`src/hdl/lbc_pkg.sv`:
```
// shared constants for the bipolar line code error detector
package lbc_pkg;

  // ****************************************************************
  // register map (byte addresses on the plain register port)
  // ****************************************************************
  localparam logic [7:0] LBC_CTRL_ADDR   = 8'h00;
  localparam logic [7:0] LBC_STAT_ADDR   = 8'h04;
  localparam logic [7:0] LBC_CLR_ADDR    = 8'h08;
  localparam logic [7:0] LBC_IEN_ADDR    = 8'h0C;
  localparam logic [7:0] LBC_ERRCNT_ADDR = 8'h10;

  // control fields
  localparam int LBC_CTRL_RATE_BIT  = 0; // 1 = base rate, 0 = wide rate
  localparam int LBC_CTRL_CODE_BIT  = 1; // 1 = hdb3 errors to processor, 0 = ami
  localparam int LBC_CTRL_STEST_BIT = 2; // 1 = self-test source feeds the checker
  localparam logic [2:0] LBC_CTRL_RESET = 3'h3;

  // status / clear / enable fields
  localparam int LBC_EV_AMI   = 0;
  localparam int LBC_EV_HDB   = 1;
  localparam int LBC_EV_ALARM = 2;
  localparam int LBC_EV_W     = 3;

  // ****************************************************************
  // code and timing constants
  // ****************************************************************
  localparam logic [1:0] LBC_HDB_ZMAX  = 2'h3; // longest legal zero run
  localparam logic [1:0] LBC_HDB_VMIN  = 2'h2; // zeros ahead of a violation mark
  localparam int LBC_CLK_KHZ = 50000;          // system clock rate
  localparam int LBC_ST_KBPS = 2048;           // self-test bit rate
  localparam logic [15:0] LBC_ACC_STEP = 16'(LBC_ST_KBPS);
  localparam logic [15:0] LBC_ACC_MOD  = 16'(LBC_CLK_KHZ);

  // self-test generator states, gray coded
  typedef enum logic [1:0] {
    LBC_GEN_POS  = 2'b00,
    LBC_GEN_NEG  = 2'b01
  } lbc_gen_t;

endpackage

```
`src/hdl/lbc_selftest.sv`:
```
// self-test source: bipolar 2048 kbit/s stream with injected errors
`timescale 1ns/1ns
`default_nettype none
module lbc_selftest
  import lbc_pkg::*;
(
  input  wire logic clk,      // system clock
  input  wire logic rstn,     // async reset, active low
  input  wire logic inject,   // one-cycle injection request
  output logic      bit_en,   // one-cycle pulse per generated bit
  output logic      pos_out,  // positive mark, full bit wide
  output logic      neg_out   // negative mark, full bit wide
);

  logic [15:0] acc_reg;
  logic [16:0] acc_sum;
  logic        pend_reg;
  lbc_gen_t    tog_reg;

  // ****************************************************************
  // bit rate divider
  // ****************************************************************
  // fractional accumulator keeps the long-term rate exact
  assign acc_sum = {1'b0, acc_reg} + {1'b0, LBC_ACC_STEP};
  always_ff @(posedge clk or negedge rstn) begin
    if (!rstn) begin
      acc_reg <= 16'h0000;
      bit_en  <= 1'b0;
    end else if (acc_sum >= {1'b0, LBC_ACC_MOD}) begin
      acc_reg <= 16'(acc_sum - {1'b0, LBC_ACC_MOD});
      bit_en  <= 1'b1;
    end else begin
      acc_reg <= acc_sum[15:0];
      bit_en  <= 1'b0;
    end
  end

  // ****************************************************************
  // mark generator
  // ****************************************************************
  // injection waits for a positive mark so the extra one always repeats it
  always_ff @(posedge clk or negedge rstn) begin
    if (!rstn) begin
      tog_reg  <= LBC_GEN_POS;
      pend_reg <= 1'b0;
      pos_out  <= 1'b0;
      neg_out  <= 1'b0;
    end else begin
      if (bit_en) begin
        case (tog_reg)
          LBC_GEN_POS: begin
            pos_out <= 1'b1;
            neg_out <= 1'b0;
            tog_reg <= LBC_GEN_NEG;
          end
          LBC_GEN_NEG: begin
            pos_out <= pend_reg; // toggle held while an injection is pending
            neg_out <= ~pend_reg;
            tog_reg <= pend_reg ? LBC_GEN_NEG : LBC_GEN_POS;
          end
          default: tog_reg <= LBC_GEN_POS;
        endcase
      end
      // a new request wins over the clear of the old one
      if (inject) begin
        pend_reg <= 1'b1;
      end else if (bit_en && tog_reg == LBC_GEN_NEG) begin
        pend_reg <= 1'b0;
      end
    end
  end

  a_inject_pos: assert property (@(posedge clk) disable iff (!rstn)
    bit_en && pend_reg && tog_reg == LBC_GEN_NEG |=> pos_out && $past(pos_out))
    else $error("injected mark is not a repeated positive mark");

endmodule
`default_nettype wire

```
`src/hdl/lbc_code_check.sv`:
```
// ami and hdb3 code violation checker with pulse stretching
`timescale 1ns/1ns
`default_nettype none
module lbc_code_check
  import lbc_pkg::*;
(
  input  wire logic clk,      // system clock
  input  wire logic rstn,     // async reset, active low
  input  wire logic smp_en,   // one pulse per bit, falling line clock or self-test bit_en
  input  wire logic pos_in,   // positive pulse stream
  input  wire logic neg_in,   // negative pulse stream
  output logic      pos_str,  // positive data stretched to a bit
  output logic      neg_str,  // negative data stretched to a bit
  output logic      ami_err,  // ami error, one bit period wide
  output logic      hdb_err   // hdb3 error, one bit period wide
);

  logic       last_pol_reg, have_mark_reg, last_vpol_reg, have_viol_reg;
  logic [1:0] zrun_reg;
  logic       mark_w, pol_w, same_w, viol_w, zlong_w, vbad_w;

  // ****************************************************************
  // sampling and classification
  // ****************************************************************
  // both inputs high at once is not a mark; it cannot be told apart
  always_ff @(posedge clk or negedge rstn) begin
    if (!rstn) begin
      pos_str <= 1'b0;
      neg_str <= 1'b0;
    end else if (smp_en) begin
      pos_str <= pos_in;
      neg_str <= neg_in;
    end
  end

  assign mark_w  = pos_str ^ neg_str;
  assign pol_w   = neg_str;
  assign same_w  = mark_w && have_mark_reg && (pol_w == last_pol_reg);
  assign viol_w  = same_w && (zrun_reg >= LBC_HDB_VMIN);
  assign vbad_w  = viol_w && have_viol_reg && (pol_w == last_vpol_reg);
  assign zlong_w = !mark_w && (zrun_reg == LBC_HDB_ZMAX);

  // ****************************************************************
  // history
  // ****************************************************************
  always_ff @(posedge clk or negedge rstn) begin
    if (!rstn) begin
      last_pol_reg  <= 1'b0;
      have_mark_reg <= 1'b0;
      last_vpol_reg <= 1'b0;
      have_viol_reg <= 1'b0;
      zrun_reg      <= 2'h0;
    end else if (smp_en) begin
      if (mark_w) begin
        last_pol_reg  <= pol_w;
        have_mark_reg <= 1'b1;
        zrun_reg      <= 2'h0;
      end else if (zrun_reg != LBC_HDB_ZMAX) begin
        zrun_reg <= zrun_reg + 2'h1;
      end
      if (viol_w) begin
        last_vpol_reg <= pol_w;
        have_viol_reg <= 1'b1;
      end
    end
  end

  // ****************************************************************
  // retimed error outputs, held for exactly one bit period
  // ****************************************************************
  always_ff @(posedge clk or negedge rstn) begin
    if (!rstn) begin
      ami_err <= 1'b0;
      hdb_err <= 1'b0;
    end else if (smp_en) begin
      ami_err <= same_w;
      hdb_err <= (same_w && !viol_w) || vbad_w || zlong_w;
    end
  end

  a_ami_repeat: assert property (@(posedge clk) disable iff (!rstn)
    smp_en && mark_w && have_mark_reg && pol_w == last_pol_reg |=> ami_err)
    else $error("repeated mark polarity not flagged as ami error");

  a_hdb_normal: assert property (@(posedge clk) disable iff (!rstn)
    smp_en && same_w && zrun_reg < LBC_HDB_VMIN |=> hdb_err)
    else $error("repeated normal mark not flagged as hdb3 error");

  a_err_width: assert property (@(posedge clk) disable iff (!rstn)
    !smp_en |=> $stable(ami_err) && $stable(hdb_err))
    else $error("error output changed between bit samples");

endmodule
`default_nettype wire

```
`src/hdl/lbc_top.sv`:
```
// bipolar line code error detector: top level with rate select and registers
//
// Our own choices: strobed register access and the register offsets.
`timescale 1ns/1ns
`default_nettype none
module lbc_top
  import lbc_pkg::*;
(
  input  wire logic        clk,                          // system clock, 50 MHz
  input  wire logic        rstn,                         // async reset, active low
  input  wire logic        pos_pulse_in,                 // separated positive pulses
  input  wire logic        neg_pulse_in,                 // separated negative pulses
  input  wire logic        rclk_base_in,                 // recovered base-rate clock
  input  wire logic        rclk_wide_in,                 // recovered wide-rate clock
  input  wire logic        density_bad_in,               // discriminator: bad density
  input  wire logic        level_loss_in,                // agc: input level lost
  input  wire logic        error_inject_input,           // injection pulse, level
  input  wire logic [7:0]  reg_addr,                     // register byte address
  input  wire logic [31:0] reg_wdata,                    // register write data
  input  wire logic        reg_wr,                       // write strobe
  input  wire logic        reg_rd,                       // read strobe
  output logic      [31:0] reg_rdata,                    // read data, cycle after strobe
  output logic             irq,                          // level interrupt
  output logic             stretched_pos,                // to frame alignment
  output logic             stretched_neg,                // to frame alignment
  output logic             align_clk_out,                // gated base clock to alignment
  output logic             recovered_clock_to_processor, // active recovered clock
  output logic             error_pulse_to_processor,     // retimed error pulse
  output logic             ami_err_out,                  // ami error detection
  output logic             hdb_err_out,                  // hdb3 error detection
  output logic             signal_alarm_flag,            // density or level alarm
  output logic             selftest_pos_out,             // self-test positive marks
  output logic             selftest_neg_out              // self-test negative marks
);

  // ****************************************************************
  // declarations
  // ****************************************************************
  logic [2:0]           ctrl_reg;
  logic [LBC_EV_W-1:0]  stat_reg;
  logic [LBC_EV_W-1:0]  ien_reg;
  logic [LBC_EV_W-1:0]  ev_w;
  logic [LBC_EV_W-1:0]  clr_w;
  logic [15:0]          errcnt_reg;
  logic                 wide_rate_code_mode;
  logic                 base_rate_code_mode;
  logic                 hdb_sel;
  logic                 stest_en;
  logic                 sel_clk_w;
  logic                 sel_clk_prev_reg;
  logic                 line_fall_w;
  logic                 smp_en_w;
  logic                 chk_pos_w;
  logic                 chk_neg_w;
  logic                 inj_prev_reg;
  logic                 inj_w;
  logic                 gen_bit_en;
  logic                 ami_w;
  logic                 hdb_w;
  logic                 ami_prev_reg;
  logic                 hdb_prev_reg;
  logic                 alarm_prev_reg;
  logic                 err_sel_w;

  // ****************************************************************
  // mode decode
  // ****************************************************************
  // rate select low means the wide rate, so reset leaves the base rate on
  assign base_rate_code_mode = ctrl_reg[LBC_CTRL_RATE_BIT];
  assign wide_rate_code_mode = ~ctrl_reg[LBC_CTRL_RATE_BIT];
  assign hdb_sel             = ctrl_reg[LBC_CTRL_CODE_BIT];
  assign stest_en            = ctrl_reg[LBC_CTRL_STEST_BIT];

  // ****************************************************************
  // recovered clock selection and falling edge detect
  // ****************************************************************
  // the line clocks are slow against clk, so a plain edge detect suffices
  assign sel_clk_w   = base_rate_code_mode ? rclk_base_in : rclk_wide_in;
  assign line_fall_w = sel_clk_prev_reg && !sel_clk_w;

  always_ff @(posedge clk or negedge rstn) begin
    if (!rstn) begin
      sel_clk_prev_reg <= 1'b0;
    end else begin
      sel_clk_prev_reg <= sel_clk_w;
    end
  end

  // self-test replaces the line and its clock as the checker's source
  assign smp_en_w  = stest_en ? gen_bit_en : line_fall_w;
  assign chk_pos_w = stest_en ? selftest_pos_out : pos_pulse_in;
  assign chk_neg_w = stest_en ? selftest_neg_out : neg_pulse_in;

  // ****************************************************************
  // clocks and alarm towards alignment logic and processor
  // ****************************************************************
  // registered copies keep these outputs free of mux glitches
  always_ff @(posedge clk or negedge rstn) begin
    if (!rstn) begin
      align_clk_out                <= 1'b0;
      recovered_clock_to_processor <= 1'b0;
      signal_alarm_flag            <= 1'b0;
    end else begin
      align_clk_out                <= rclk_base_in && base_rate_code_mode;
      recovered_clock_to_processor <= sel_clk_w;
      signal_alarm_flag            <= density_bad_in || level_loss_in;
    end
  end

  // ****************************************************************
  // self-test injection edge and generator
  // ****************************************************************
  // the processor paces injections; only the rising edge counts
  assign inj_w = error_inject_input && !inj_prev_reg;

  always_ff @(posedge clk or negedge rstn) begin
    if (!rstn) begin
      inj_prev_reg <= 1'b0;
    end else begin
      inj_prev_reg <= error_inject_input;
    end
  end

  lbc_selftest u_selftest (
    .clk     (clk),
    .rstn    (rstn),
    .inject  (inj_w),
    .bit_en  (gen_bit_en),
    .pos_out (selftest_pos_out),
    .neg_out (selftest_neg_out)
  );

  // ****************************************************************
  // code checker
  // ****************************************************************
  lbc_code_check u_check (
    .clk     (clk),
    .rstn    (rstn),
    .smp_en  (smp_en_w),
    .pos_in  (chk_pos_w),
    .neg_in  (chk_neg_w),
    .pos_str (stretched_pos),
    .neg_str (stretched_neg),
    .ami_err (ami_w),
    .hdb_err (hdb_w)
  );

  assign ami_err_out = ami_w;
  assign hdb_err_out = hdb_w;

  // ****************************************************************
  // error pulse to processor
  // ****************************************************************
  // the checker outputs already come from a register stage; one more
  // stage isolates the processor line from the code select mux
  assign err_sel_w = hdb_sel ? hdb_w : ami_w;

  always_ff @(posedge clk or negedge rstn) begin
    if (!rstn) begin
      error_pulse_to_processor <= 1'b0;
    end else begin
      error_pulse_to_processor <= err_sel_w;
    end
  end

  // ****************************************************************
  // events, sticky status and interrupt
  // ****************************************************************
  // a level held over many bits is one event per new error bit period
  always_ff @(posedge clk or negedge rstn) begin
    if (!rstn) begin
      ami_prev_reg   <= 1'b0;
      hdb_prev_reg   <= 1'b0;
      alarm_prev_reg <= 1'b0;
    end else begin
      ami_prev_reg   <= ami_w && !smp_en_w;
      hdb_prev_reg   <= hdb_w && !smp_en_w;
      alarm_prev_reg <= signal_alarm_flag;
    end
  end

  assign ev_w[LBC_EV_AMI]   = ami_w && !ami_prev_reg;
  assign ev_w[LBC_EV_HDB]   = hdb_w && !hdb_prev_reg;
  assign ev_w[LBC_EV_ALARM] = signal_alarm_flag && !alarm_prev_reg;
  assign clr_w = (reg_wr && reg_addr == LBC_CLR_ADDR) ? reg_wdata[LBC_EV_W-1:0] : '0;

  // set beats clear when both land in the same cycle
  generate
    for (genvar i = 0; i < LBC_EV_W; i++) begin : g_stat
      always_ff @(posedge clk or negedge rstn) begin
        if (!rstn) begin
          stat_reg[i] <= 1'b0;
        end else if (ev_w[i]) begin
          stat_reg[i] <= 1'b1;
        end else if (clr_w[i]) begin
          stat_reg[i] <= 1'b0;
        end
      end
    end
  endgenerate

  assign irq = |(stat_reg & ien_reg);

  // ****************************************************************
  // error counter
  // ****************************************************************
  // saturates so software never sees a wrapped, falsely low count
  always_ff @(posedge clk or negedge rstn) begin
    if (!rstn) begin
      errcnt_reg <= 16'h0000;
    end else if (reg_wr && reg_addr == LBC_ERRCNT_ADDR) begin
      errcnt_reg <= 16'h0000;
    end else if (smp_en_w && err_sel_w && errcnt_reg != 16'hFFFF) begin
      errcnt_reg <= errcnt_reg + 16'h0001;
    end
  end

  // ****************************************************************
  // register writes
  // ****************************************************************
  always_ff @(posedge clk or negedge rstn) begin
    if (!rstn) begin
      ctrl_reg <= LBC_CTRL_RESET;
      ien_reg  <= '0;
    end else if (reg_wr) begin
      case (reg_addr)
        LBC_CTRL_ADDR: ctrl_reg <= reg_wdata[2:0];
        LBC_IEN_ADDR:  ien_reg  <= reg_wdata[LBC_EV_W-1:0];
        default:       ctrl_reg <= ctrl_reg;
      endcase
    end
  end

  // ****************************************************************
  // register reads, data in the cycle after the strobe only
  // ****************************************************************
  always_ff @(posedge clk or negedge rstn) begin
    if (!rstn) begin
      reg_rdata <= 32'h00000000;
    end else if (reg_rd) begin
      case (reg_addr)
        LBC_CTRL_ADDR:   reg_rdata <= {29'h00000000, ctrl_reg};
        LBC_STAT_ADDR:   reg_rdata <= {29'h00000000, stat_reg};
        LBC_IEN_ADDR:    reg_rdata <= {29'h00000000, ien_reg};
        LBC_ERRCNT_ADDR: reg_rdata <= {16'h0000, errcnt_reg};
        default:         reg_rdata <= 32'h00000000;
      endcase
    end else begin
      reg_rdata <= 32'h00000000;
    end
  end

  // ****************************************************************
  // checks
  // ****************************************************************
  a_sample_edge: assert property (@(posedge clk) disable iff (!rstn)
    !stest_en && smp_en_w |-> $past(sel_clk_w) && !sel_clk_w)
    else $error("line sample not on a falling recovered clock edge");

  a_wide_blocks: assert property (@(posedge clk) disable iff (!rstn)
    wide_rate_code_mode ##1 wide_rate_code_mode |-> !align_clk_out)
    else $error("base clock reached alignment in wide-rate mode");

  a_clk_forward: assert property (@(posedge clk) disable iff (!rstn)
    base_rate_code_mode ##1 base_rate_code_mode |->
      recovered_clock_to_processor == $past(rclk_base_in))
    else $error("forwarded clock does not follow the active rate");

  a_alarm_flag: assert property (@(posedge clk) disable iff (!rstn)
    level_loss_in || density_bad_in |=> signal_alarm_flag)
    else $error("alarm flag missing after density or level fault");

  a_err_retime: assert property (@(posedge clk) disable iff (!rstn)
    hdb_sel && hdb_w ##1 hdb_sel |-> error_pulse_to_processor)
    else $error("hdb3 error did not reach the processor one cycle later");

  a_stretch_out: assert property (@(posedge clk) disable iff (!rstn)
    smp_en_w ##1 !smp_en_w |=> $stable(stretched_pos) && $stable(stretched_neg))
    else $error("stretched data changed inside a bit period");

  a_status_sticky: assert property (@(posedge clk) disable iff (!rstn)
    ev_w[LBC_EV_HDB] |=> stat_reg[LBC_EV_HDB])
    else $error("hdb3 status bit did not stick after an error");

  a_irq_level: assert property (@(posedge clk) disable iff (!rstn)
    irq == |(stat_reg & ien_reg))
    else $error("interrupt does not match enabled status");

  a_ami_retime: assert property (@(posedge clk) disable iff (!rstn)
    !hdb_sel && ami_w ##1 !hdb_sel |-> error_pulse_to_processor)
    else $error("ami error did not reach the processor one cycle later");

  a_align_follow: assert property (@(posedge clk) disable iff (!rstn)
    base_rate_code_mode ##1 base_rate_code_mode |-> align_clk_out == $past(rclk_base_in))
    else $error("alignment clock does not follow the base clock");

  a_wide_forward: assert property (@(posedge clk) disable iff (!rstn)
    wide_rate_code_mode ##1 wide_rate_code_mode |->
      recovered_clock_to_processor == $past(rclk_wide_in))
    else $error("forwarded clock does not follow the wide-rate clock");

  a_alarm_release: assert property (@(posedge clk) disable iff (!rstn)
    !level_loss_in && !density_bad_in |=> !signal_alarm_flag)
    else $error("alarm flag stayed high without a fault");

  a_stest_source: assert property (@(posedge clk) disable iff (!rstn)
    stest_en && gen_bit_en |=> stretched_pos == $past(selftest_pos_out))
    else $error("self-test mark not taken by the checker");

  // a count step is one per sampled error, so a held error level is not recounted
  a_errcnt_step: assert property (@(posedge clk) disable iff (!rstn)
    smp_en_w && err_sel_w && errcnt_reg != 16'hFFFF &&
      !(reg_wr && reg_addr == LBC_ERRCNT_ADDR) |=>
      errcnt_reg == $past(errcnt_reg) + 16'h0001)
    else $error("error count did not step by one");

  a_pulse_hold: assert property (@(posedge clk) disable iff (!rstn)
    !smp_en_w && !reg_wr ##1 !smp_en_w && !reg_wr |=> $stable(error_pulse_to_processor))
    else $error("error pulse changed inside a bit period");

  a_rdata_idle: assert property (@(posedge clk) disable iff (!rstn)
    !reg_rd |=> reg_rdata == 32'h00000000)
    else $error("read data present without a read strobe");

  a_status_clear: assert property (@(posedge clk) disable iff (!rstn)
    clr_w[LBC_EV_AMI] && !ev_w[LBC_EV_AMI] |=> !stat_reg[LBC_EV_AMI])
    else $error("ami status bit not cleared by a clear write");

  a_ami_status: assert property (@(posedge clk) disable iff (!rstn)
    ev_w[LBC_EV_AMI] |=> stat_reg[LBC_EV_AMI])
    else $error("ami status bit not set after an error");

endmodule
`default_nettype wire

```
`config.mk`:
```
export PLATFORM = sky130hd
export DESIGN_NAME = lbc_top
export DESIGN_NICKNAME = d
export VERILOG_FILES = /design/src/hdl/lbc_pkg.sv /design/src/hdl/lbc_selftest.sv /design/src/hdl/lbc_code_check.sv /design/src/hdl/lbc_top.sv
export SDC_FILE = /design/constraint.sdc
export NUM_CORES = 1
export LEC_CHECK = 0
export ABC_AREA = 1
export BUFFER_PORTS_ARGS = -buffer_cell sky130_fd_sc_hd__buf_4
export CAP_MARGIN = 20
export CORE_MARGIN = 10
export CORE_UTILIZATION = 32
export CTS_BUF_LIST = sky130_fd_sc_hd__clkbuf_2 sky130_fd_sc_hd__clkbuf_4 sky130_fd_sc_hd__clkbuf_8
export CTS_CLUSTER_DIAMETER = 40
export DETAILED_ROUTE_END_ITERATION = 10
export PLACE_DENSITY = 0.51
export SLEW_MARGIN = 30
export SYNTH_ARGS = -nofsm -noshare
export SYNTH_HDL_FRONTEND = slang
export SYNTH_SLANG_ARGS = --single-unit
```
`constraint.sdc`:
```
create_clock -name clk -period 4.7 [get_ports clk]
set_clock_uncertainty 0.15 [all_clocks]
set_input_delay 0.235 -clock clk [delete_from_list [all_inputs] [get_ports clk]]
set_output_delay 0.235 -clock clk [all_outputs]
set_load 0.01 [all_outputs]
```
* Word level (Yosys, flattened, before mapping)
Cells that the tools add are included.
** Word-level totals
- Flip-flop bits (word level) :: 97
- Bits in latches :: 0
- RAM bits :: 0
- Bits in read-only memories :: 0
- Bits of input ports :: 51
- Output and inout bits :: 43
- Memories :: 0
** Cells by class
- $add $sub $neg :: 4
- Multipliers :: 0
- Div/mod/pow operators :: 0
- Order comparisons :: 2
- Equality and inequality tests :: 10
- Shifts and indexed selects :: 0
- Multiplexer cells :: 26
- Bitwise logic cells :: 3
- Reduce and logical (&&, ||, !) cells :: 47
** Operator list (count)
- 16-bit one-hot mux with 4 select lines :: 1
- 16-bit two-way mux :: 3
- 32-bit two-way mux :: 1
- 1-bit logical AND :: 20
- 16-bit by 12-bit adder with 17-bit output, second input constant :: 1
- 17-bit by 16-bit >= comparator with 1-bit output, second input constant :: 1
- 16-bit by 1-bit adder with 16-bit output, second input constant :: 1
- 8-bit by 4-bit == test with 1-bit output, second input constant :: 2
- 16-bit inequality test, second input constant :: 1
- 16-bit subtractor, second input constant :: 1
- 1-bit two-way mux :: 15
- 2-bit nonzero test :: 7
- 2-bit AND reduction :: 6
- 8-bit by 3-bit == test with 1-bit output, second input constant :: 1
- 8-bit by 5-bit == test with 1-bit output, second input constant :: 1
- 1-bit zero test :: 8
- 8-bit zero test :: 1
- 2-bit two-way mux :: 2
- 1-bit one-hot mux with 2 select lines :: 2
- 2-bit one-hot mux with 2 select lines :: 1
- 3-bit bitwise AND :: 1
- 1-bit logical OR :: 3
- 3-bit two-way mux :: 1
- 3-bit OR reduction :: 1
- 9 further kinds :: 10

* Logic depth before layout (Yosys ltp)
- Depth after elaboration :: 8
- Gate-level depth with buffers :: 13
- Mapped depth without buffers :: 12

* Cells and area by module
A second synthesis with hierarchy kept.
** Second synthesis, totals
- Cells, all modules :: 529
- Area, all modules :: 4112.7 um^2
** Modules (own cells, without submodules)
- lbc_top :: instances 1, cells each 323, area an instance 2561.2 um^2, seq. area each 1228.7 um^2
- lbc_selftest :: instances 1, cells each 145, area an instance 1021.0 um^2, seq. area each 400.4 um^2
- lbc_code_check :: instances 1, cells each 61, area an instance 530.5 um^2, seq. area each 250.2 um^2

* Least setup slack after synthesis
OpenSTA, ideal clock, no wires.
- Kind :: register -> register
- Start :: register errcnt_reg[0]
- End :: register errcnt_reg[0]
- Setup time :: 117 ps
- Arrival time :: 1462 ps
- Data required time :: 4433 ps
- Setup slack :: 2971 ps
- Cell stages (with the launch flop) :: 11
- Buffers on the path :: 1
- Period minus slack after synthesis :: 1729 ps
- Cells stage by stage :: dfrtp_1 -> ha_1 -> nand3_1 -> inv_2 -> nand2_4 -> nor2_4 -> nor2_4 -> nor2_8 -> buf_6 -> nand2_1 -> nand2_1
** On the way
- Cells in the longest elaborated chain, start to end :: 3
- Elaborated cells on any way between the ends :: 6
- Those cells by class :: add/sub: 1; eq/ne: 1; mux: 2; reduce/logical: 2
** RTL lines
- start, declared :: RTL line lbc_top.sv:44 : logic [15:0] errcnt_reg;
- start signal, assigned :: RTL line lbc_top.sv:214 : errcnt_reg <= errcnt_reg + 16'h0001;
- 16-bit by 1-bit adder with 16-bit output / 16-bit inequality test (equally long branches) :: RTL line lbc_top.sv:214, lbc_top.sv:213
- 16-bit two-way mux / 1-bit logical AND (equally long branches) :: RTL line lbc_top.sv:213 : end else if (smp_en_w && err_sel_w && errcnt_reg != 16'hFFFF) begin
- 16-bit two-way mux / 2-bit nonzero test (equally long branches)
Several ways; a longest one is shown, not always the timed one. The select of a mux whose other input is x is not followed.
A chain may end at the register's enable or synchronous reset.

* Worst setup path after layout
- Start :: register u_selftest.acc_reg[11]
- End :: register u_selftest.acc_reg[6]
** On the way
- Cells in the longest elaborated chain, start to end :: 3
** RTL lines
- start, declared :: RTL line lbc_selftest.sv:15 : logic [15:0] acc_reg;
- start signal, assigned :: RTL line lbc_selftest.sv:30 : acc_reg <= 16'(acc_sum - {1'b0, LBC_ACC_MOD});
- start signal, assigned :: RTL line lbc_selftest.sv:33 : acc_reg <= acc_sum[15:0];
- 16-bit by 12-bit adder with 17-bit output :: RTL line lbc_selftest.sv:24 : assign acc_sum = {1'b0, acc_reg} + {1'b0, LBC_ACC_STEP};
- 17-bit by 16-bit >= comparator with 1-bit output :: RTL line lbc_selftest.sv:29 : end else if (acc_sum >= {1'b0, LBC_ACC_MOD}) begin
- 16-bit two-way mux :: RTL line lbc_selftest.sv:29
Every way passes these cells.

==> results.ini <==
[run_status]
status=completed

[power]
vdd_drop_max_mv=0.138
leakagePower_nw=2.47
power.density_nw_per_um2=314

[logic_synthesis]
yosysMostFrequentCell=nand2_1
synth_area_um2=3980
yosys_register_bits=75
synthTopCellsByCount=nand2_1, dfrtp_1, inv_1, nor2_1, nand3_1
yosysTopAreaCell=dfrtp_1
synth.avg_cell_area_um2=7.67
ys_seq_area_share_pct=47.3
netlist_top_cells_area=dfrtp_1, nand2_1, inv_1, nand3_1, nor2_1
postSynthCellCount=518
ys_async_sr_fraction_pct=100
synth_edf_count=0
synthDistinctLibCells=35
synthFlopType=dfrtp_1
synth_top_area_share_pct=46.0
ys_warn_count=0

[setup_path]
r2r_end=u_selftest.acc_reg[6]
crit_path_max_fanout=12
crit_arrival_ps=2440
slowest_stage=dfrtp_1
regToRegSetupSlack_ps=2350
end_kind=flop
regToRegStartpoint=u_selftest.acc_reg[11]
start_kind=flop
cpMostUsedCell=nand2_1
rr_worst_depth=10
cpPeakStageDelay_ps=430
crit_type=flop to flop
crit_chain=ha_1 > inv_1 > a21oi_1 > nand2_1 > nor2_1 > nand2_1 > nand2_1 > nand2_1 > nand2_1 > nand2_1
required_ps=4800

[timing]
hold_viol_final=0
max_freq_mhz=426
max_slew_margin_pct=54.2
rsz0062_at_grt=no
period_share_pct=50.0
tightest_slew_ps=687
final.setup.tns_ps=0
drv_slew=0
setup_viol=0
min_period_ps=2350

[worst_hold_path]
hold_depth=3
min_to=ctrl_reg[0]
min_from=reg_wdata[0]
hp-class=primary input to flop

[drt]
vias=3314
vias_per_cell=4.43
drt_iter0_drc=237
firstDrtPassIters=4
drcViolationCount=0
ant_nets=0
wl_um=8930
wl_per_cell_um=11.9

[clocking]
post_cts_resized=0
htree_levels=3
cts-root-buf=clkbuf_8
cts_made_buffers=9
cts_sinks=75
cts_tree=yes
post-cts-setup-buffer-count=0
cts.path.max_buffers=2
clock_latency_ps=350
cts_hold_buf=8
path_clk_slew_ps=80

[die]
fp.coreArea_um2=12100
die_h_um=131
pin_count=94
num_rows=40
die-width_um=131
dieArea_um2=17300
start_util_pct=32.8

[grt]
grt_pass1_vias=3200
grt_use_total_pct=10.5
grt_max_degree=76
grt_overflow_total=0
antenna_found_initial=0
grt_pass1_wl_um=15200

[layout]
fill_cells=1286
nets=633
fin_util_pct=39.2
diodes=0
area_growth_pct=19.3
drive_above_1_share_pct=13.4

[job]
drv_cap=0

[placement]
port_buffers=48
place_hpwl_um=6470
gp_congestion=0.833

-- critical path: cells and delay by family (launching register included) --
kind	cells	cell delay [ps]
buf+inv	1	50
flops	1	430
compound gates	1	190
fa+ha+maj	1	240
simple gates	7	1170
-- layout make-up --
cell class	count	area (um^2)	share of cell area (%)
sequential	75	1880	39.6
clock inverter	4	72.6	1.53
timing repair buffer	56	444	9.36
inverter	70	263	5.54
tap	168	210	4.43
multi-input combinational	363	1720	36.2
clock buffer	12	159	3.35
-- placed cells by master (no fill, tap or decap), types with 2 or more instances in the layout --
cell,instances
buf_4,47
o22ai_1,3
nor3_1,4
bufinv_16,2
nand2_1,159
nand3_1,48
nor2_4,3
nor2_1,56
dlygate4sd3_1,8
xor2_1,12
dfstp_2,2
inv_2,2
o21ai_0,21
a21oi_1,7
or2_2,2
ha_1,7
inv_1,67
clkbuf_8,11
nand4_1,12
dfrtp_1,73
conb_1,16
-- cells by family (layout without fill, tap and decap cells) --
logic type | Yosys count | after routing | share of synthesized area, %
other | 1 | 16 | 0.0943
AND/OR/NAND/NOR | 290 | 290 | 31.5
buffers and inverters | 95 | 142 | 11.0
adder cells (fa/ha/maj) | 7 | 7 | 2.20
XOR/XNOR | 13 | 13 | 2.86
flip-flops | 75 | 75 | 47.3
AO/OA/AOI/OAI | 37 | 37 | 5.04
-- where the power goes --
group          total, mW  switching (mW)  leakage (nW)  internal [mW]
Combinational      0.186           0.111          1.41         0.0755
Sequential         0.733          0.0432         0.949          0.690
Clock              0.570           0.237         0.116          0.333
Total               1.49           0.390          2.47           1.10
-- per-stage QoR --
stage	cells	power, mW	worst slack [ps]	cell area (um^2)	hold slack (ps)
finish	748	1.49	2350	4740	24.6
global route	748	1.57	2120	4740	52.9
CTS	748	1.51	2330	4740	12.9
detailed placement	724	0.930	2360	4430	210
global placement	724	0.925	2370	4430	205
floorplan	533	0.862	2970	4030	-211
-- how the worst max path moves through the flow --
stage | from | endpoint | slack, ps
floorplan | errcnt_reg[0] | errcnt_reg[0] | 2970
global placement | u_selftest.acc_reg[11] | u_selftest.acc_reg[14] | 2370
detailed placement | u_selftest.acc_reg[11] | u_selftest.acc_reg[9] | 2360
CTS | u_selftest.acc_reg[11] | u_selftest.acc_reg[6] | 2330
global route | u_selftest.acc_reg[11] | u_selftest.acc_reg[12] | 2120
finish | u_selftest.acc_reg[11] | u_selftest.acc_reg[6] | 2350
-- layer usage --
layer / track usage [%] / vias to the layer above / part of all wire, %
met1: 13.1 / 1532 / 47
met2: 16.7 / 68 / 46
met4: 4.45 / 0 / 1.4
li1: - / 1701 / -
met5: 0 / - / 0
met3: 2.97 / 13 / 5.2
Note: power is estimated with default switching activity, not from simulation.
